<file path="src/logic/dual_pwm_pkg.sv">
/*
  Constants, field layouts and helpers shared by the PWM unit files.
  Assumes a 32-bit APB register bus with one aligned word per register.
*/
package dual_pwm_pkg;

  // Register indices; byte address is four times the index
  localparam logic [7:0] IDX_FINE_PERIOD  = 8'h92;
  localparam logic [7:0] IDX_FINE_DUTY_H  = 8'h93;
  localparam logic [7:0] IDX_FINE_DUTY_L  = 8'h94;
  localparam logic [7:0] IDX_FINE_CTRL    = 8'h95;
  localparam logic [7:0] IDX_CLOCK_CTRL   = 8'h96;
  localparam logic [7:0] IDX_TRIPLE_PER   = 8'h97;
  localparam logic [7:0] IDX_TRIPLE_A     = 8'h98;
  localparam logic [7:0] IDX_TRIPLE_B     = 8'h99;
  localparam logic [7:0] IDX_TRIPLE_C     = 8'h9a;
  localparam logic [7:0] IDX_TRIPLE_ROUTE = 8'h9b;
  localparam logic [7:0] IDX_MISC_ROUTE   = 8'h9c;
  localparam logic [7:0] IDX_STATUS       = 8'h9d;

  // Reset values
  localparam logic [7:0] PERIOD_RESET = 8'hff;
  localparam logic [7:0] REG_RESET    = 8'h00;

  // Fine channel control fields
  localparam int CLR_BIT  = 5;
  localparam int MODE_LSB = 3;
  localparam int NOV_LSB  = 0;

  // Clock control fields
  localparam int DIS_TRIPLE_BIT = 7;
  localparam int DIS_FINE_BIT   = 6;
  localparam int CKS_LSB        = 4;
  localparam int PSC_TRIPLE_LSB = 2;
  localparam int PSC_FINE_LSB   = 0;

  // Routing bits of the triple routing register
  localparam int C_ROUTE1 = 7;
  localparam int C_ROUTE0 = 6;
  localparam int B_ROUTE2 = 5;
  localparam int B_ROUTE1 = 4;
  localparam int B_ROUTE0 = 3;
  localparam int A_ROUTE2 = 2;
  localparam int A_ROUTE1 = 1;
  localparam int A_ROUTE0 = 0;

  // Routing bits of the misc routing register
  localparam int C_ROUTE3 = 5;
  localparam int C_ROUTE2 = 4;
  localparam int NEG_ROUTE1 = 3;
  localparam int NEG_ROUTE0 = 2;
  localparam int POS_ROUTE1 = 1;
  localparam int POS_ROUTE0 = 0;

  // Pin vector positions
  localparam int PIN_PA0  = 0;
  localparam int PIN_PA3  = 1;
  localparam int PIN_PA4  = 2;
  localparam int PIN_PA5  = 3;
  localparam int PIN_PB0  = 4;
  localparam int PIN_PB1  = 5;
  localparam int PIN_PD1  = 6;
  localparam int PIN_PD2  = 7;
  localparam int PIN_PD3  = 8;
  localparam int PIN_PD7  = 9;
  localparam int NUM_PINS = 10;

  typedef enum logic [1:0] {
    MODE_DIRECT, MODE_INVERTED, MODE_SWAPPED, MODE_SWAP_INV
  } out_mode_t;

  // Terminal count of a prescaler: divide by 1, 2, 4 or 64
  function automatic logic [5:0] presc_limit(input logic [1:0] code);
    case (code)
      2'b00:   presc_limit = 6'h00;
      2'b01:   presc_limit = 6'h01;
      2'b10:   presc_limit = 6'h03;
      default: presc_limit = 6'h3f;
    endcase
  endfunction

  // Non-overlap gap in channel clocks; unused codes give no gap
  function automatic logic [3:0] nov_gap(input logic [2:0] code);
    case (code)
      3'b001:  nov_gap = 4'h4;
      3'b010:  nov_gap = 4'h5;
      3'b011:  nov_gap = 4'h6;
      3'b100:  nov_gap = 4'h7;
      3'b101:  nov_gap = 4'h8;
      default: nov_gap = 4'h0;
    endcase
  endfunction

endpackage

</file>
<file path="src/logic/fine_chan_if.sv">
/*
  Carrier between the unit top and the fine (8+2)-bit channel.
  Assumes the top drives settings and the channel returns its outputs.
*/
`timescale 1ns/1ns
interface fine_chan_if;
  logic       tick;
  logic       clear;
  logic [1:0] mode;
  logic [2:0] nov;
  logic [7:0] period;
  logic [7:0] duty_h;
  logic [1:0] duty_l;
  logic [7:0] count;
  logic       fine_positive_output;
  logic       fine_negative_output;

  modport ctrl (output tick, clear, mode, nov, period, duty_h, duty_l,
                input count, fine_positive_output, fine_negative_output);
  modport chan (input tick, clear, mode, nov, period, duty_h, duty_l,
                output count, fine_positive_output, fine_negative_output);
endinterface

</file>
<file path="src/logic/dual_pwm_unit.sv">
/*
  Dual PWM unit: APB register file, clock source and prescalers, the
  shared-period triple 8-bit part, and pin routing with fixed priority.
  Assumes pclk at 50 MHz, osc tick inputs as one-cycle enables already
  synchronous to pclk, and an APB master that follows the usual phases.
*/
// Register access over APB was left to the implementer.
//
// What this block does
// - Fine channel has 1024 duty steps, 8-bit high and 2-bit low part.
// - Low bits spread over base cycles; repetition is clock over period plus one.
// - Fine output goes low when base count equals duty high part.
// - At rollover low bits choose set high now or one clock later.
// - Fine duty writes buffered to period end; period writes immediate.
// - Period below count: counter wraps through 255 then reaches period.
// - Complementary pair in four output modes; mode 0 after reset.
// - Non-overlap field gives gaps of 0, 4, 5, 6, 7, 8 clocks.
// - Fine clear bit set clears and holds the channel inactive.
// - Fine clock-disable bit stops the fine channel clock.
// - Shared source field: 0x system, 10 osc16, 11 osc32.
// - Each part prescales by 1, 2, 4 or 64.
// - Triple part: three 8-bit duties, one shared period and clock.
// - Triple outputs go low when shared count equals their duty.
// - Triple period writes immediate; count above it wraps first.
// - Triple disable bit stops its clock and clears its channels.
// - Fine channel wins a pin shared with a triple channel.
// - Four enables route fine outputs to PA0, PA4, PB0, PA3.
// - Triple channels route to three, three and four pins.
`timescale 1ns/1ns
module dual_pwm_unit (
  input  wire logic        pclk,
  input  wire logic        presetn,
  input  wire logic        psel,
  input  wire logic        penable,
  input  wire logic        pwrite,
  input  wire logic [11:0] paddr,
  input  wire logic [31:0] pwdata,
  output logic      [31:0] prdata,
  output logic             pready,
  output logic             pslverr,
  input  wire logic        osc16_tick,
  input  wire logic        osc32_tick,
  output logic      [9:0]  pin_out,
  output logic      [9:0]  pin_oe_n
);
  // Register storage
  logic [7:0] fine_period_value;
  logic [7:0] fine_duty_high;
  logic [1:0] fine_duty_low;
  logic [5:0] fine_channel_control;
  logic [7:0] pwm_clock_control;
  logic [7:0] triple_shared_period;
  logic [7:0] triple_a_duty;
  logic [7:0] triple_b_duty;
  logic [7:0] triple_c_duty;
  logic [7:0] triple_routing_reg;
  logic [7:0] misc_routing_reg;

  // Triple part state and both prescaler counters
  logic [7:0] triple_cnt;
  logic       out_a;
  logic       out_b;
  logic       out_c;
  logic [5:0] fine_psc;
  logic [5:0] triple_psc;

  fine_chan_if fc ();

  // APB decode: word aligned, upper bits clear, index in the map
  wire [7:0] idx      = paddr[9:2];
  wire       aligned  = (paddr[1:0] == 2'b00) && (paddr[11:10] == 2'b00);
  wire       in_map   = (idx >= dual_pwm_pkg::IDX_FINE_PERIOD) &&
                        (idx <= dual_pwm_pkg::IDX_STATUS);
  wire       hit      = aligned && in_map;
  wire       access   = psel && penable;
  wire       wr       = access && pwrite && hit;
  wire [7:0] wbyte    = pwdata[7:0];

  // Zero wait state; unmapped or unaligned access answers an error
  assign pready  = 1'b1;
  assign pslverr = access && !hit;

  // Field views
  wire       fine_clear_hold    = fine_channel_control[dual_pwm_pkg::CLR_BIT];
  wire [1:0] fine_output_mode   =
    fine_channel_control[dual_pwm_pkg::MODE_LSB +: 2];
  wire [2:0] fine_nonoverlap_select =
    fine_channel_control[dual_pwm_pkg::NOV_LSB +: 3];
  wire       triple_clock_disable_clear =
    pwm_clock_control[dual_pwm_pkg::DIS_TRIPLE_BIT];
  wire       fine_clock_disable =
    pwm_clock_control[dual_pwm_pkg::DIS_FINE_BIT];
  wire [1:0] shared_clock_source =
    pwm_clock_control[dual_pwm_pkg::CKS_LSB +: 2];
  wire [1:0] triple_prescaler =
    pwm_clock_control[dual_pwm_pkg::PSC_TRIPLE_LSB +: 2];
  wire [1:0] fine_prescaler =
    pwm_clock_control[dual_pwm_pkg::PSC_FINE_LSB +: 2];

  // Register writes take effect at the access edge
  always_ff @(posedge pclk or negedge presetn) begin
    if (!presetn) begin
      fine_period_value <= dual_pwm_pkg::PERIOD_RESET;
      fine_duty_high <= dual_pwm_pkg::REG_RESET;
      fine_duty_low <= 2'b00;
      fine_channel_control <= 6'h00;
      pwm_clock_control <= dual_pwm_pkg::REG_RESET;
      triple_shared_period <= dual_pwm_pkg::PERIOD_RESET;
      triple_a_duty <= dual_pwm_pkg::REG_RESET;
      triple_b_duty <= dual_pwm_pkg::REG_RESET;
      triple_c_duty <= dual_pwm_pkg::REG_RESET;
      triple_routing_reg <= dual_pwm_pkg::REG_RESET;
      misc_routing_reg <= dual_pwm_pkg::REG_RESET;
    end else if (wr) begin
      case (idx)
        dual_pwm_pkg::IDX_FINE_PERIOD:  fine_period_value <= wbyte;
        dual_pwm_pkg::IDX_FINE_DUTY_H:  fine_duty_high <= wbyte;
        dual_pwm_pkg::IDX_FINE_DUTY_L:  fine_duty_low <= wbyte[1:0];
        dual_pwm_pkg::IDX_FINE_CTRL:    fine_channel_control <= wbyte[5:0];
        dual_pwm_pkg::IDX_CLOCK_CTRL:   pwm_clock_control <= wbyte;
        dual_pwm_pkg::IDX_TRIPLE_PER:   triple_shared_period <= wbyte;
        dual_pwm_pkg::IDX_TRIPLE_A:     triple_a_duty <= wbyte;
        dual_pwm_pkg::IDX_TRIPLE_B:     triple_b_duty <= wbyte;
        dual_pwm_pkg::IDX_TRIPLE_C:     triple_c_duty <= wbyte;
        dual_pwm_pkg::IDX_TRIPLE_ROUTE: triple_routing_reg <= wbyte;
        dual_pwm_pkg::IDX_MISC_ROUTE:   misc_routing_reg <= wbyte;
        default: ;
      endcase
    end
  end

  // Read selection; status shows both live counters and outputs
  wire [31:0] status_word = {11'h000, out_c, out_b, out_a,
                             fc.fine_negative_output,
                             fc.fine_positive_output,
                             triple_cnt, fc.count};
  wire [31:0] rd_word =
    (idx == dual_pwm_pkg::IDX_FINE_PERIOD)  ? {24'h0, fine_period_value} :
    (idx == dual_pwm_pkg::IDX_FINE_DUTY_H)  ? {24'h0, fine_duty_high} :
    (idx == dual_pwm_pkg::IDX_FINE_DUTY_L)  ? {30'h0, fine_duty_low} :
    (idx == dual_pwm_pkg::IDX_FINE_CTRL)    ? {26'h0, fine_channel_control} :
    (idx == dual_pwm_pkg::IDX_CLOCK_CTRL)   ? {24'h0, pwm_clock_control} :
    (idx == dual_pwm_pkg::IDX_TRIPLE_PER)   ? {24'h0, triple_shared_period} :
    (idx == dual_pwm_pkg::IDX_TRIPLE_A)     ? {24'h0, triple_a_duty} :
    (idx == dual_pwm_pkg::IDX_TRIPLE_B)     ? {24'h0, triple_b_duty} :
    (idx == dual_pwm_pkg::IDX_TRIPLE_C)     ? {24'h0, triple_c_duty} :
    (idx == dual_pwm_pkg::IDX_TRIPLE_ROUTE) ? {24'h0, triple_routing_reg} :
    (idx == dual_pwm_pkg::IDX_MISC_ROUTE)   ? {24'h0, misc_routing_reg} :
    (idx == dual_pwm_pkg::IDX_STATUS)       ? status_word : 32'h0;

  // Read data is captured in the setup phase so it comes from a flop
  always_ff @(posedge pclk or negedge presetn) begin
    if (!presetn) begin
      prdata <= 32'h0;
    end else if (psel && !penable) begin
      prdata <= (hit && !pwrite) ? rd_word : 32'h0;
    end
  end

  // Source select: system clock runs every cycle, oscillators by tick
  wire src_tick = shared_clock_source[1] ?
                  (shared_clock_source[0] ? osc32_tick : osc16_tick) :
                  1'b1;

  wire [5:0] fine_lim   = dual_pwm_pkg::presc_limit(fine_prescaler);
  wire [5:0] triple_lim = dual_pwm_pkg::presc_limit(triple_prescaler);
  wire fine_tick   = src_tick && !fine_clock_disable &&
                     (fine_psc == fine_lim);
  wire triple_tick = src_tick && !triple_clock_disable_clear &&
                     (triple_psc == triple_lim);

  // Prescaler counters; a disabled part holds its prescaler at zero
  always_ff @(posedge pclk or negedge presetn) begin
    if (!presetn) begin
      fine_psc <= 6'h00;
      triple_psc <= 6'h00;
    end else begin
      if (fine_clock_disable || fine_tick) begin
        fine_psc <= 6'h00;
      end else if (src_tick) begin
        fine_psc <= fine_psc + 6'h01;
      end
      if (triple_clock_disable_clear || triple_tick) begin
        triple_psc <= 6'h00;
      end else if (src_tick) begin
        triple_psc <= triple_psc + 6'h01;
      end
    end
  end

  // Fine channel hookup
  assign fc.tick   = fine_tick;
  assign fc.clear  = fine_clear_hold;
  assign fc.mode   = fine_output_mode;
  assign fc.nov    = fine_nonoverlap_select;
  assign fc.period = fine_period_value;
  assign fc.duty_h = fine_duty_high;
  assign fc.duty_l = fine_duty_low;

  fine_pwm_channel u_fine (
    .pclk    (pclk),
    .presetn (presetn),
    .c       (fc.chan)
  );

  // Triple part: one counter, three compares, period applies at once
  wire       triple_roll = (triple_cnt == triple_shared_period);
  wire [7:0] triple_inc  = triple_cnt + 8'h01;

  always_ff @(posedge pclk or negedge presetn) begin
    if (!presetn) begin
      triple_cnt <= 8'h00;
      out_a <= 1'b0;
      out_b <= 1'b0;
      out_c <= 1'b0;
    end else if (triple_clock_disable_clear) begin
      triple_cnt <= 8'h00;
      out_a <= 1'b0;
      out_b <= 1'b0;
      out_c <= 1'b0;
    end else if (triple_tick) begin
      if (triple_roll) begin
        triple_cnt <= 8'h00;
        out_a <= (triple_a_duty != 8'h00);
        out_b <= (triple_b_duty != 8'h00);
        out_c <= (triple_c_duty != 8'h00);
      end else begin
        // Wraps through 255 when the period was set below the count
        triple_cnt <= triple_inc;
        if (triple_inc == triple_a_duty) out_a <= 1'b0;
        if (triple_inc == triple_b_duty) out_b <= 1'b0;
        if (triple_inc == triple_c_duty) out_c <= 1'b0;
      end
    end
  end

  // Routing enables
  wire fine_neg_route_one  = misc_routing_reg[dual_pwm_pkg::NEG_ROUTE1];
  wire fine_neg_route_zero = misc_routing_reg[dual_pwm_pkg::NEG_ROUTE0];
  wire fine_pos_route_one  = misc_routing_reg[dual_pwm_pkg::POS_ROUTE1];
  wire fine_pos_route_zero = misc_routing_reg[dual_pwm_pkg::POS_ROUTE0];
  wire triple_c_route_three = misc_routing_reg[dual_pwm_pkg::C_ROUTE3];
  wire triple_c_route_two   = misc_routing_reg[dual_pwm_pkg::C_ROUTE2];
  wire triple_c_route_one   = triple_routing_reg[dual_pwm_pkg::C_ROUTE1];
  wire triple_c_route_zero  = triple_routing_reg[dual_pwm_pkg::C_ROUTE0];
  wire triple_b_route_two   = triple_routing_reg[dual_pwm_pkg::B_ROUTE2];
  wire triple_b_route_one   = triple_routing_reg[dual_pwm_pkg::B_ROUTE1];
  wire triple_b_route_zero  = triple_routing_reg[dual_pwm_pkg::B_ROUTE0];
  wire triple_a_route_two   = triple_routing_reg[dual_pwm_pkg::A_ROUTE2];
  wire triple_a_route_one   = triple_routing_reg[dual_pwm_pkg::A_ROUTE1];
  wire triple_a_route_zero  = triple_routing_reg[dual_pwm_pkg::A_ROUTE0];

  wire fpos = fc.fine_positive_output;
  wire fneg = fc.fine_negative_output;

  // Shared pins: the fine channel is checked first and wins
  wire [9:0] drive;
  wire [9:0] level;
  assign drive[dual_pwm_pkg::PIN_PA0] = fine_neg_route_one ||
                                        triple_a_route_one;
  assign level[dual_pwm_pkg::PIN_PA0] = fine_neg_route_one ? fneg : out_a;
  assign drive[dual_pwm_pkg::PIN_PA4] = fine_neg_route_zero ||
                                        triple_b_route_one;
  assign level[dual_pwm_pkg::PIN_PA4] = fine_neg_route_zero ? fneg : out_b;
  assign drive[dual_pwm_pkg::PIN_PB0] = fine_pos_route_one ||
                                        triple_c_route_one;
  assign level[dual_pwm_pkg::PIN_PB0] = fine_pos_route_one ? fpos : out_c;
  assign drive[dual_pwm_pkg::PIN_PA3] = fine_pos_route_zero ||
                                        triple_c_route_two;
  assign level[dual_pwm_pkg::PIN_PA3] = fine_pos_route_zero ? fpos : out_c;

  // Pins owned by the triple part alone
  assign drive[dual_pwm_pkg::PIN_PB1] = triple_a_route_zero;
  assign level[dual_pwm_pkg::PIN_PB1] = out_a;
  assign drive[dual_pwm_pkg::PIN_PD1] = triple_a_route_two;
  assign level[dual_pwm_pkg::PIN_PD1] = out_a;
  assign drive[dual_pwm_pkg::PIN_PD7] = triple_b_route_zero;
  assign level[dual_pwm_pkg::PIN_PD7] = out_b;
  assign drive[dual_pwm_pkg::PIN_PD2] = triple_b_route_two;
  assign level[dual_pwm_pkg::PIN_PD2] = out_b;
  assign drive[dual_pwm_pkg::PIN_PA5] = triple_c_route_zero;
  assign level[dual_pwm_pkg::PIN_PA5] = out_c;
  assign drive[dual_pwm_pkg::PIN_PD3] = triple_c_route_three;
  assign level[dual_pwm_pkg::PIN_PD3] = out_c;

  // Undriven pins show low so the port logic never sees a stale level
  assign pin_out  = level & drive;
  assign pin_oe_n = ~drive;

endmodule

</file>
<file path="src/logic/fine_pwm_channel.sv">
/*
  Fine (8+2)-bit PWM channel with spread fraction, buffered duty,
  non-overlap gap and four complementary output modes.
  Assumes a single pclk and a one-cycle channel clock enable on tick.
*/
`timescale 1ns/1ns
module fine_pwm_channel (
  input  wire logic  pclk,
  input  wire logic  presetn,
  fine_chan_if.chan  c
);
  logic [7:0] cnt;
  logic [7:0] duty_h_buf;
  logic [1:0] duty_l_buf;
  logic [1:0] phase;
  logic       late;
  logic       raw;
  logic       raw_seen;
  logic [3:0] dead;
  logic       pos;
  logic       neg;

  // Rollover, next count and spread decision
  wire        roll       = (cnt == c.period);
  wire [7:0]  cnt_inc    = cnt + 8'h01;
  wire [1:0]  next_phase = phase + 2'b01;
  wire        start_late = (next_phase < c.duty_l);
  wire [3:0]  gap        = dual_pwm_pkg::nov_gap(c.nov);
  wire        settled    = (dead == 4'h0);

  // Base counter, duty buffer and raw waveform
  always_ff @(posedge pclk or negedge presetn) begin
    if (!presetn) begin
      cnt <= 8'h00;
      duty_h_buf <= 8'h00;
      duty_l_buf <= 2'b00;
      phase <= 2'b00;
      late <= 1'b0;
      raw <= 1'b0;
    end else if (c.clear) begin
      cnt <= 8'h00;
      duty_h_buf <= c.duty_h;
      duty_l_buf <= c.duty_l;
      phase <= 2'b00;
      late <= 1'b0;
      raw <= 1'b0;
    end else if (c.tick) begin
      if (roll) begin
        cnt <= 8'h00;
        duty_h_buf <= c.duty_h;
        duty_l_buf <= c.duty_l;
        phase <= next_phase;
        late <= start_late;
        raw <= (c.duty_h != 8'h00) && !start_late;
      end else begin
        // Runs through 8-bit wrap when period is below count
        cnt <= cnt_inc;
        late <= 1'b0;
        if (cnt_inc == duty_h_buf) begin
          raw <= 1'b0;
        end else if (late && (duty_h_buf != 8'h00)) begin
          raw <= 1'b1;
        end
      end
    end
  end

  // Dead time: each edge of the raw wave waits out the gap
  always_ff @(posedge pclk or negedge presetn) begin
    if (!presetn) begin
      raw_seen <= 1'b0;
      dead <= 4'h0;
    end else if (c.clear) begin
      raw_seen <= 1'b0;
      dead <= 4'h0;
    end else if (raw != raw_seen) begin
      raw_seen <= raw;
      dead <= gap;
    end else if (c.tick && !settled) begin
      dead <= dead - 4'h1;
    end
  end

  assign pos = raw_seen && settled;
  assign neg = !raw_seen && settled;

  // Output mode mapping, registered; both low while cleared
  always_ff @(posedge pclk or negedge presetn) begin
    if (!presetn) begin
      c.fine_positive_output <= 1'b0;
      c.fine_negative_output <= 1'b0;
    end else if (c.clear) begin
      c.fine_positive_output <= 1'b0;
      c.fine_negative_output <= 1'b0;
    end else begin
      case (dual_pwm_pkg::out_mode_t'(c.mode))
        dual_pwm_pkg::MODE_DIRECT: begin
          c.fine_positive_output <= pos;
          c.fine_negative_output <= neg;
        end
        dual_pwm_pkg::MODE_INVERTED: begin
          c.fine_positive_output <= !pos;
          c.fine_negative_output <= !neg;
        end
        dual_pwm_pkg::MODE_SWAPPED: begin
          c.fine_positive_output <= neg;
          c.fine_negative_output <= pos;
        end
        default: begin
          c.fine_positive_output <= !neg;
          c.fine_negative_output <= !pos;
        end
      endcase
    end
  end

  assign c.count = cnt;

endmodule

</file>
<file path="config.mk">
export PLATFORM = sky130hd
export DESIGN_NAME = dual_pwm_unit
export DESIGN_NICKNAME = d
export VERILOG_FILES = /design/src/logic/dual_pwm_pkg.sv /design/src/logic/fine_chan_if.sv /design/src/logic/dual_pwm_unit.sv /design/src/logic/fine_pwm_channel.sv
export SDC_FILE = /design/constraint.sdc
export NUM_CORES = 1
export LEC_CHECK = 0
export BUFFER_PORTS_ARGS = -buffer_cell sky130_fd_sc_hd__buf_2
export CAP_MARGIN = 10
export CORE_MARGIN = 2
export CORE_UTILIZATION = 53
export DETAILED_ROUTE_END_ITERATION = 16
export HOLD_SLACK_MARGIN = 0.06
export PLACE_DENSITY = 0.72
export SYNTH_ARGS = -nofsm -noshare
export SYNTH_HDL_FRONTEND = slang
export SYNTH_SLANG_ARGS = --single-unit
</file>
<file path="constraint.sdc">
create_clock -name pclk -period 6.6 [get_ports pclk]
set_input_delay 0.66 -clock pclk [delete_from_list [all_inputs] [get_ports pclk]]
set_output_delay 0.66 -clock pclk [all_outputs]
set_load 0.1 [all_outputs]
</file>
; Word-level counts from Yosys, hierarchy flattened
; Index checks and enable logic that the tools add are counted.
[word_totals]
in_bits = 51
elab_cells = 209
reg_bits = 162
[op_classes]
n_addsub = 6
order_cmp = 3
n_reduce_logical = 72
n_eq_ne = 32
bitwise_logic = 2
mux = 67
[ops]
columns = cell, n
row1 = $mux 21, 13
row2 = $eq 8x8->1 const B, 12
row3 = $mux 8, 9
row4 = $eq 8x8->1, 6
row5 = $reduce_bool 8->1, 5
row6 = $pmux 6 s3, 2
row7 = $reduce_and 2->1, 16
row8 = $mux 1, 30
row9 = $mux 6, 4
row10 = $pmux 4 s5, 1
row11 = $logic_and 1x1->1, 18
row12 = $add 8x1->8 const B, 2
row13 = $add 6x1->6 const B, 2
row14 = $eq 6x6->1, 2
row15 = $mux 4, 3
row16 = $reduce_bool 2->1, 6
row17 = $reduce_bool 3->1, 4
row18 = $and 10x10->10, 1
row19 = $logic_not 1->1, 10
row20 = $logic_not 2->1, 5
row21 = $not 10->10, 1
row22 = $ge 8x8->1 const B, 1
row23 = $le 8x8->1 const B, 1
row24 = $eq 2x1->1 const B, 3
row25 = 13 further kinds, 25

; Longest topological paths before layout
[depth]
word_depth = 14
mapped_depth = 9
depth_no_buf = 7

; By module
; Synthesis repeated with hierarchy kept, for this count alone.
[hier_totals]
hier_cells = 904
hier_area_um2 = 9027.4
[modules_own_cells]
columns = module, cells_each, instances, area_per_inst_um2
row1 = dual_pwm_unit, 718, 1, 7224.4
row2 = fine_pwm_channel, 186, 1, 1803.0

; Worst setup path before layout
; OpenSTA, ideal clock, no wires.
[synth_path]
kind = register -> output
startpoint = register out_c
endpoint = output pin_out[1]
setup_slack_ns = 3.400
stages_incl_launch_ff = 3
arrival_ns = 2.540
path_buffers = 0
cell_sequence = dfrtp_1 -> nand2_1 -> o21ai_0
[synth_via]
elab_chain_cells = 2
[synth_rtl]
columns = item, line
row1 = from (decl), dual_pwm_unit.sv:63  ; logic out_c;
row2 = from (signal assigned), dual_pwm_unit.sv:226  ; out_c <= (triple_c_duty != 8'h00);
row3 = $mux 1, dual_pwm_unit.sv:270  ; assign level[dual_pwm_pkg::PIN_PA3] = fine_pos_route_zero ? fpos : out_c;
row4 = $and 10x10->10, dual_pwm_unit.sv:287  ; assign pin_out = level & drive;
row5 = to (decl), dual_pwm_unit.sv:43  ; output logic [9:0] pin_out,
; Every way passes these cells.

; Worst setup path after layout
[layout_path]
startpoint = register triple_cnt[0]
endpoint = register out_b
[layout_via]
elab_chain_cells = 4
word_cells_on_any_way = 8
[layout_rtl]
columns = item, line
row1 = from (decl), dual_pwm_unit.sv:60  ; logic [7:0] triple_cnt;
row2 = from (signal assigned), dual_pwm_unit.sv:229  ; triple_cnt <= triple_inc;
row3 = $add 8x1->8 / $eq 8x8->1 (equally long branches), "dual_pwm_unit.sv:208, dual_pwm_unit.sv:207"
row4 = $eq 8x8->1 / $mux 1 (equally long branches), "dual_pwm_unit.sv:231, dual_pwm_unit.sv:222"
row5 = $reduce_bool 3->1 (no line) / $mux 1 (equally long branches), n/a
row6 = $reduce_and 2->1 (no line) / $mux 1 (equally long branches), n/a
row7 = to (signal assigned), dual_pwm_unit.sv:225  ; out_b <= (triple_b_duty != 8'h00);
row8 = to (decl), dual_pwm_unit.sv:62  ; logic out_b;
; Parallel ways exist; a longest one is shown, timed or not. The select of a mux whose other input is x is not followed.
; A chain may end at the register's enable or synchronous reset.

==> results.toml <==
[status]
outcome = "finished, final reports clean"

[floorplanning]
io_pins = 105
die_y_um = 133
die_x_um = 133
dieArea_sq_um = 17700
num_rows = 47
core_sq_um = 16400
start_util_pct = 53.8

[clocking]
tritoncts = "done"
cts_root_buf = "clkbuf_16"
clock_latency_ns = 0.43
cts_made_buffers = 17
clkTransAtPathRegs_ns = 0.06
postCtsSetupRepairBufs = 0
hold_buffers = 0
clock-sinks = 151
cts_resized = 0
h-tree-depth = 4
clock_path_buffers = 2

[setup_path]
worstSetupStartpointType = "register"
crit_arrival_ns = 3.28
path_class = "register to register"
end_kind = "register"
crit_fanout = 11
critPathRequiredTime_ns = 6.92

[global_routing]
grt_overflow = 0
grt_pass1_vias = 6831
grtUsageMet3_pct = 6.51
busiest_layer = "met2"
grt_first_pass_wirelength_mm = 38.3
grt.total_usage_pct = 28.0
grt_max_degree = 78
antenna_found_initial = 0
use_met1_pct = 41.0
use_met2_pct = 41.4

[sta]
fmax_mhz = 338
hold_violations = 0
setup_viol = 0
timing.final.crit_share_pct = 44.9
finClkSkew_ns = 0.00809
relSlewSlack_pct = 26.7
rsz0062_at_grt = "false"
tns_ns = 0
final-max-slew-violation-count = 0
worst_slew_pin_slew_ns = 1.09
post-route-min-period_ns = 2.96

[finish]
diodes = 0
drive_gt1_share_pct = 23.9
regMostFlops = "prdata"
multi_input_area_sq_um = 4670
post-route-util_pct = 59.8
largest_reg_flops = 21
nets = 980
final_area_sq_um = 9820
area_growth_pct = 11.2
final_cells = 1156
register_area_sq_um = 3800
fillers = 1380

[placed_design]
dpl.hpwl_mm = 16.9
dp.cells = 1124
postPlaceCellArea_sq_um = 9210
gp_congestion = 0.954
portBuffers = 68

[pwr]
p_per_area_nw_per_um2 = 258
ir_drop_mv = 0.188
switchingPower_mw = 0.763
p_int_mw = 1.77
p_seq_share_pct = 42.7
swShare_pct = 30.2
leakagePower_nw = 4.41
finalPower_mw = 2.53
power.share.clock_pct = 39.1
p_comb_share_pct = 18.2

[route]
via_per_inst = 6.21
routedWlPerCell_um = 20.7
wirelength_mm = 23.9
antenna_left = 0
num_vias = 7181
drt_iter0_markers = 704
drc = 0
dr.pass1.iters = 6

[yosys]
synth-edff-count = 0
synth-seq-cells = 151
yosysWarnings = 0
synth_common_cells = "135 x dfrtp_1, 91 x mux2_2, 76 x nand2_1, 56 x xnor2_1, 47 x nor2_1"
synth_top_cell_area_share_pct = 38.3
post-synth-top-area-cell = "dfrtp_1"
synth.avg_cell_area_sq_um = 9.94
seq_area_frac_synth_pct = 43.0
netlist_area_sq_um = 8830
async_flop_share_pct = 100
synthFlopType = "dfrtp_1"
ys_types = 71
netlist_top_cells_area = "dfrtp_1 38%, mux2_2 12%, xnor2_1 5.6%"
yosysMostFrequentCell = "dfrtp_1"
synth_cells = 888

[worst_hold_path]
hold_path_class = "primary input to async pin"

[flow_run]
max-cap-violations = 0
## critical path: stages, from the launching register on
cell and delay, ns:
dfrtp_1 0.69, ha_1 0.34, nand3_2 0.21, nor2_1 0.52
xnor3_1 0.29, nor4_1 0.34, nand4_1 0.15, a32o_1 0.31
## layer usage
metal / up-vias / part of all wire [%]
li1: 3277 / -
met1: 3581 / 46
met2: 290 / 44
met3: 33 / 7.9
met4: 0 / 1.7
met5: - / 0
## stage by stage
step                      setup WS [ns]  hold WS, ns
after floorplan                    3.40        0.364
after global placement             3.33        0.455
after detailed placement           3.31        0.468
after CTS                          3.69        0.280
after global routing               3.50        0.302
final                              3.64        0.234
## final timing paths
kind | start | endpoint | slack [ns] | cells after the start
worst min-delay path | presetn | prdata[10] | 0.23 | 1
worst max register to register | triple_cnt[0] | out_b | 3.64 | 7
worst min register to register | prdata[2] | prdata[2] | 0.47 | 2
max in group asynchronous | presetn | fc.duty_h[0] | 4.93 | 2
min in group pclk | prdata[2] | prdata[2] | 0.47 | 2
worst max-delay path | triple_cnt[0] | out_b | 3.64 | 7
## cells by family after synthesis
family | share of synthesized area (%)
and+or+nand+nor | 16.1
AOI/OAI and AO/OA | 13.9
DFF | 43.0
muxes | 13.5
buffers and inverters | 4.49
xor gates and xnor gates | 8.09
adders and majority gates | 0.851
other | 0.0851
## cell usage in the layout (no fill, tap or decap), types with 17 or more instances in the layout
cell,n
xnor2_1,56
a22o_1,21
nor2_1,47
dfrtp_1,135
o21ai_0,39
nor3_1,25
nand2_1,76
xor2_1,23
nand3_1,27
inv_1,22
clkbuf_16,17
mux2_2,91
buf_2,67
a21oi_1,35
## area by class of cell
class	count	share of cell area, %
clock buffers	20	4.75
well taps	220	2.80
inverters	22	0.841
flip-flops and latches	151	38.7
repair buffers	72	3.84
clock inverters	12	1.45
multi-input cells	659	47.6
## power by group through the flow
stage,registers (mW),logic [mW],clock network [mW]
after floorplan,1.07,0.357,0
after global placement,1.09,0.447,0
after detailed placement,1.09,0.457,0
after CTS,1.08,0.461,1.00
after global routing,1.09,0.517,1.05
final,1.08,0.461,0.990
(Power assumes the default switching activity.)
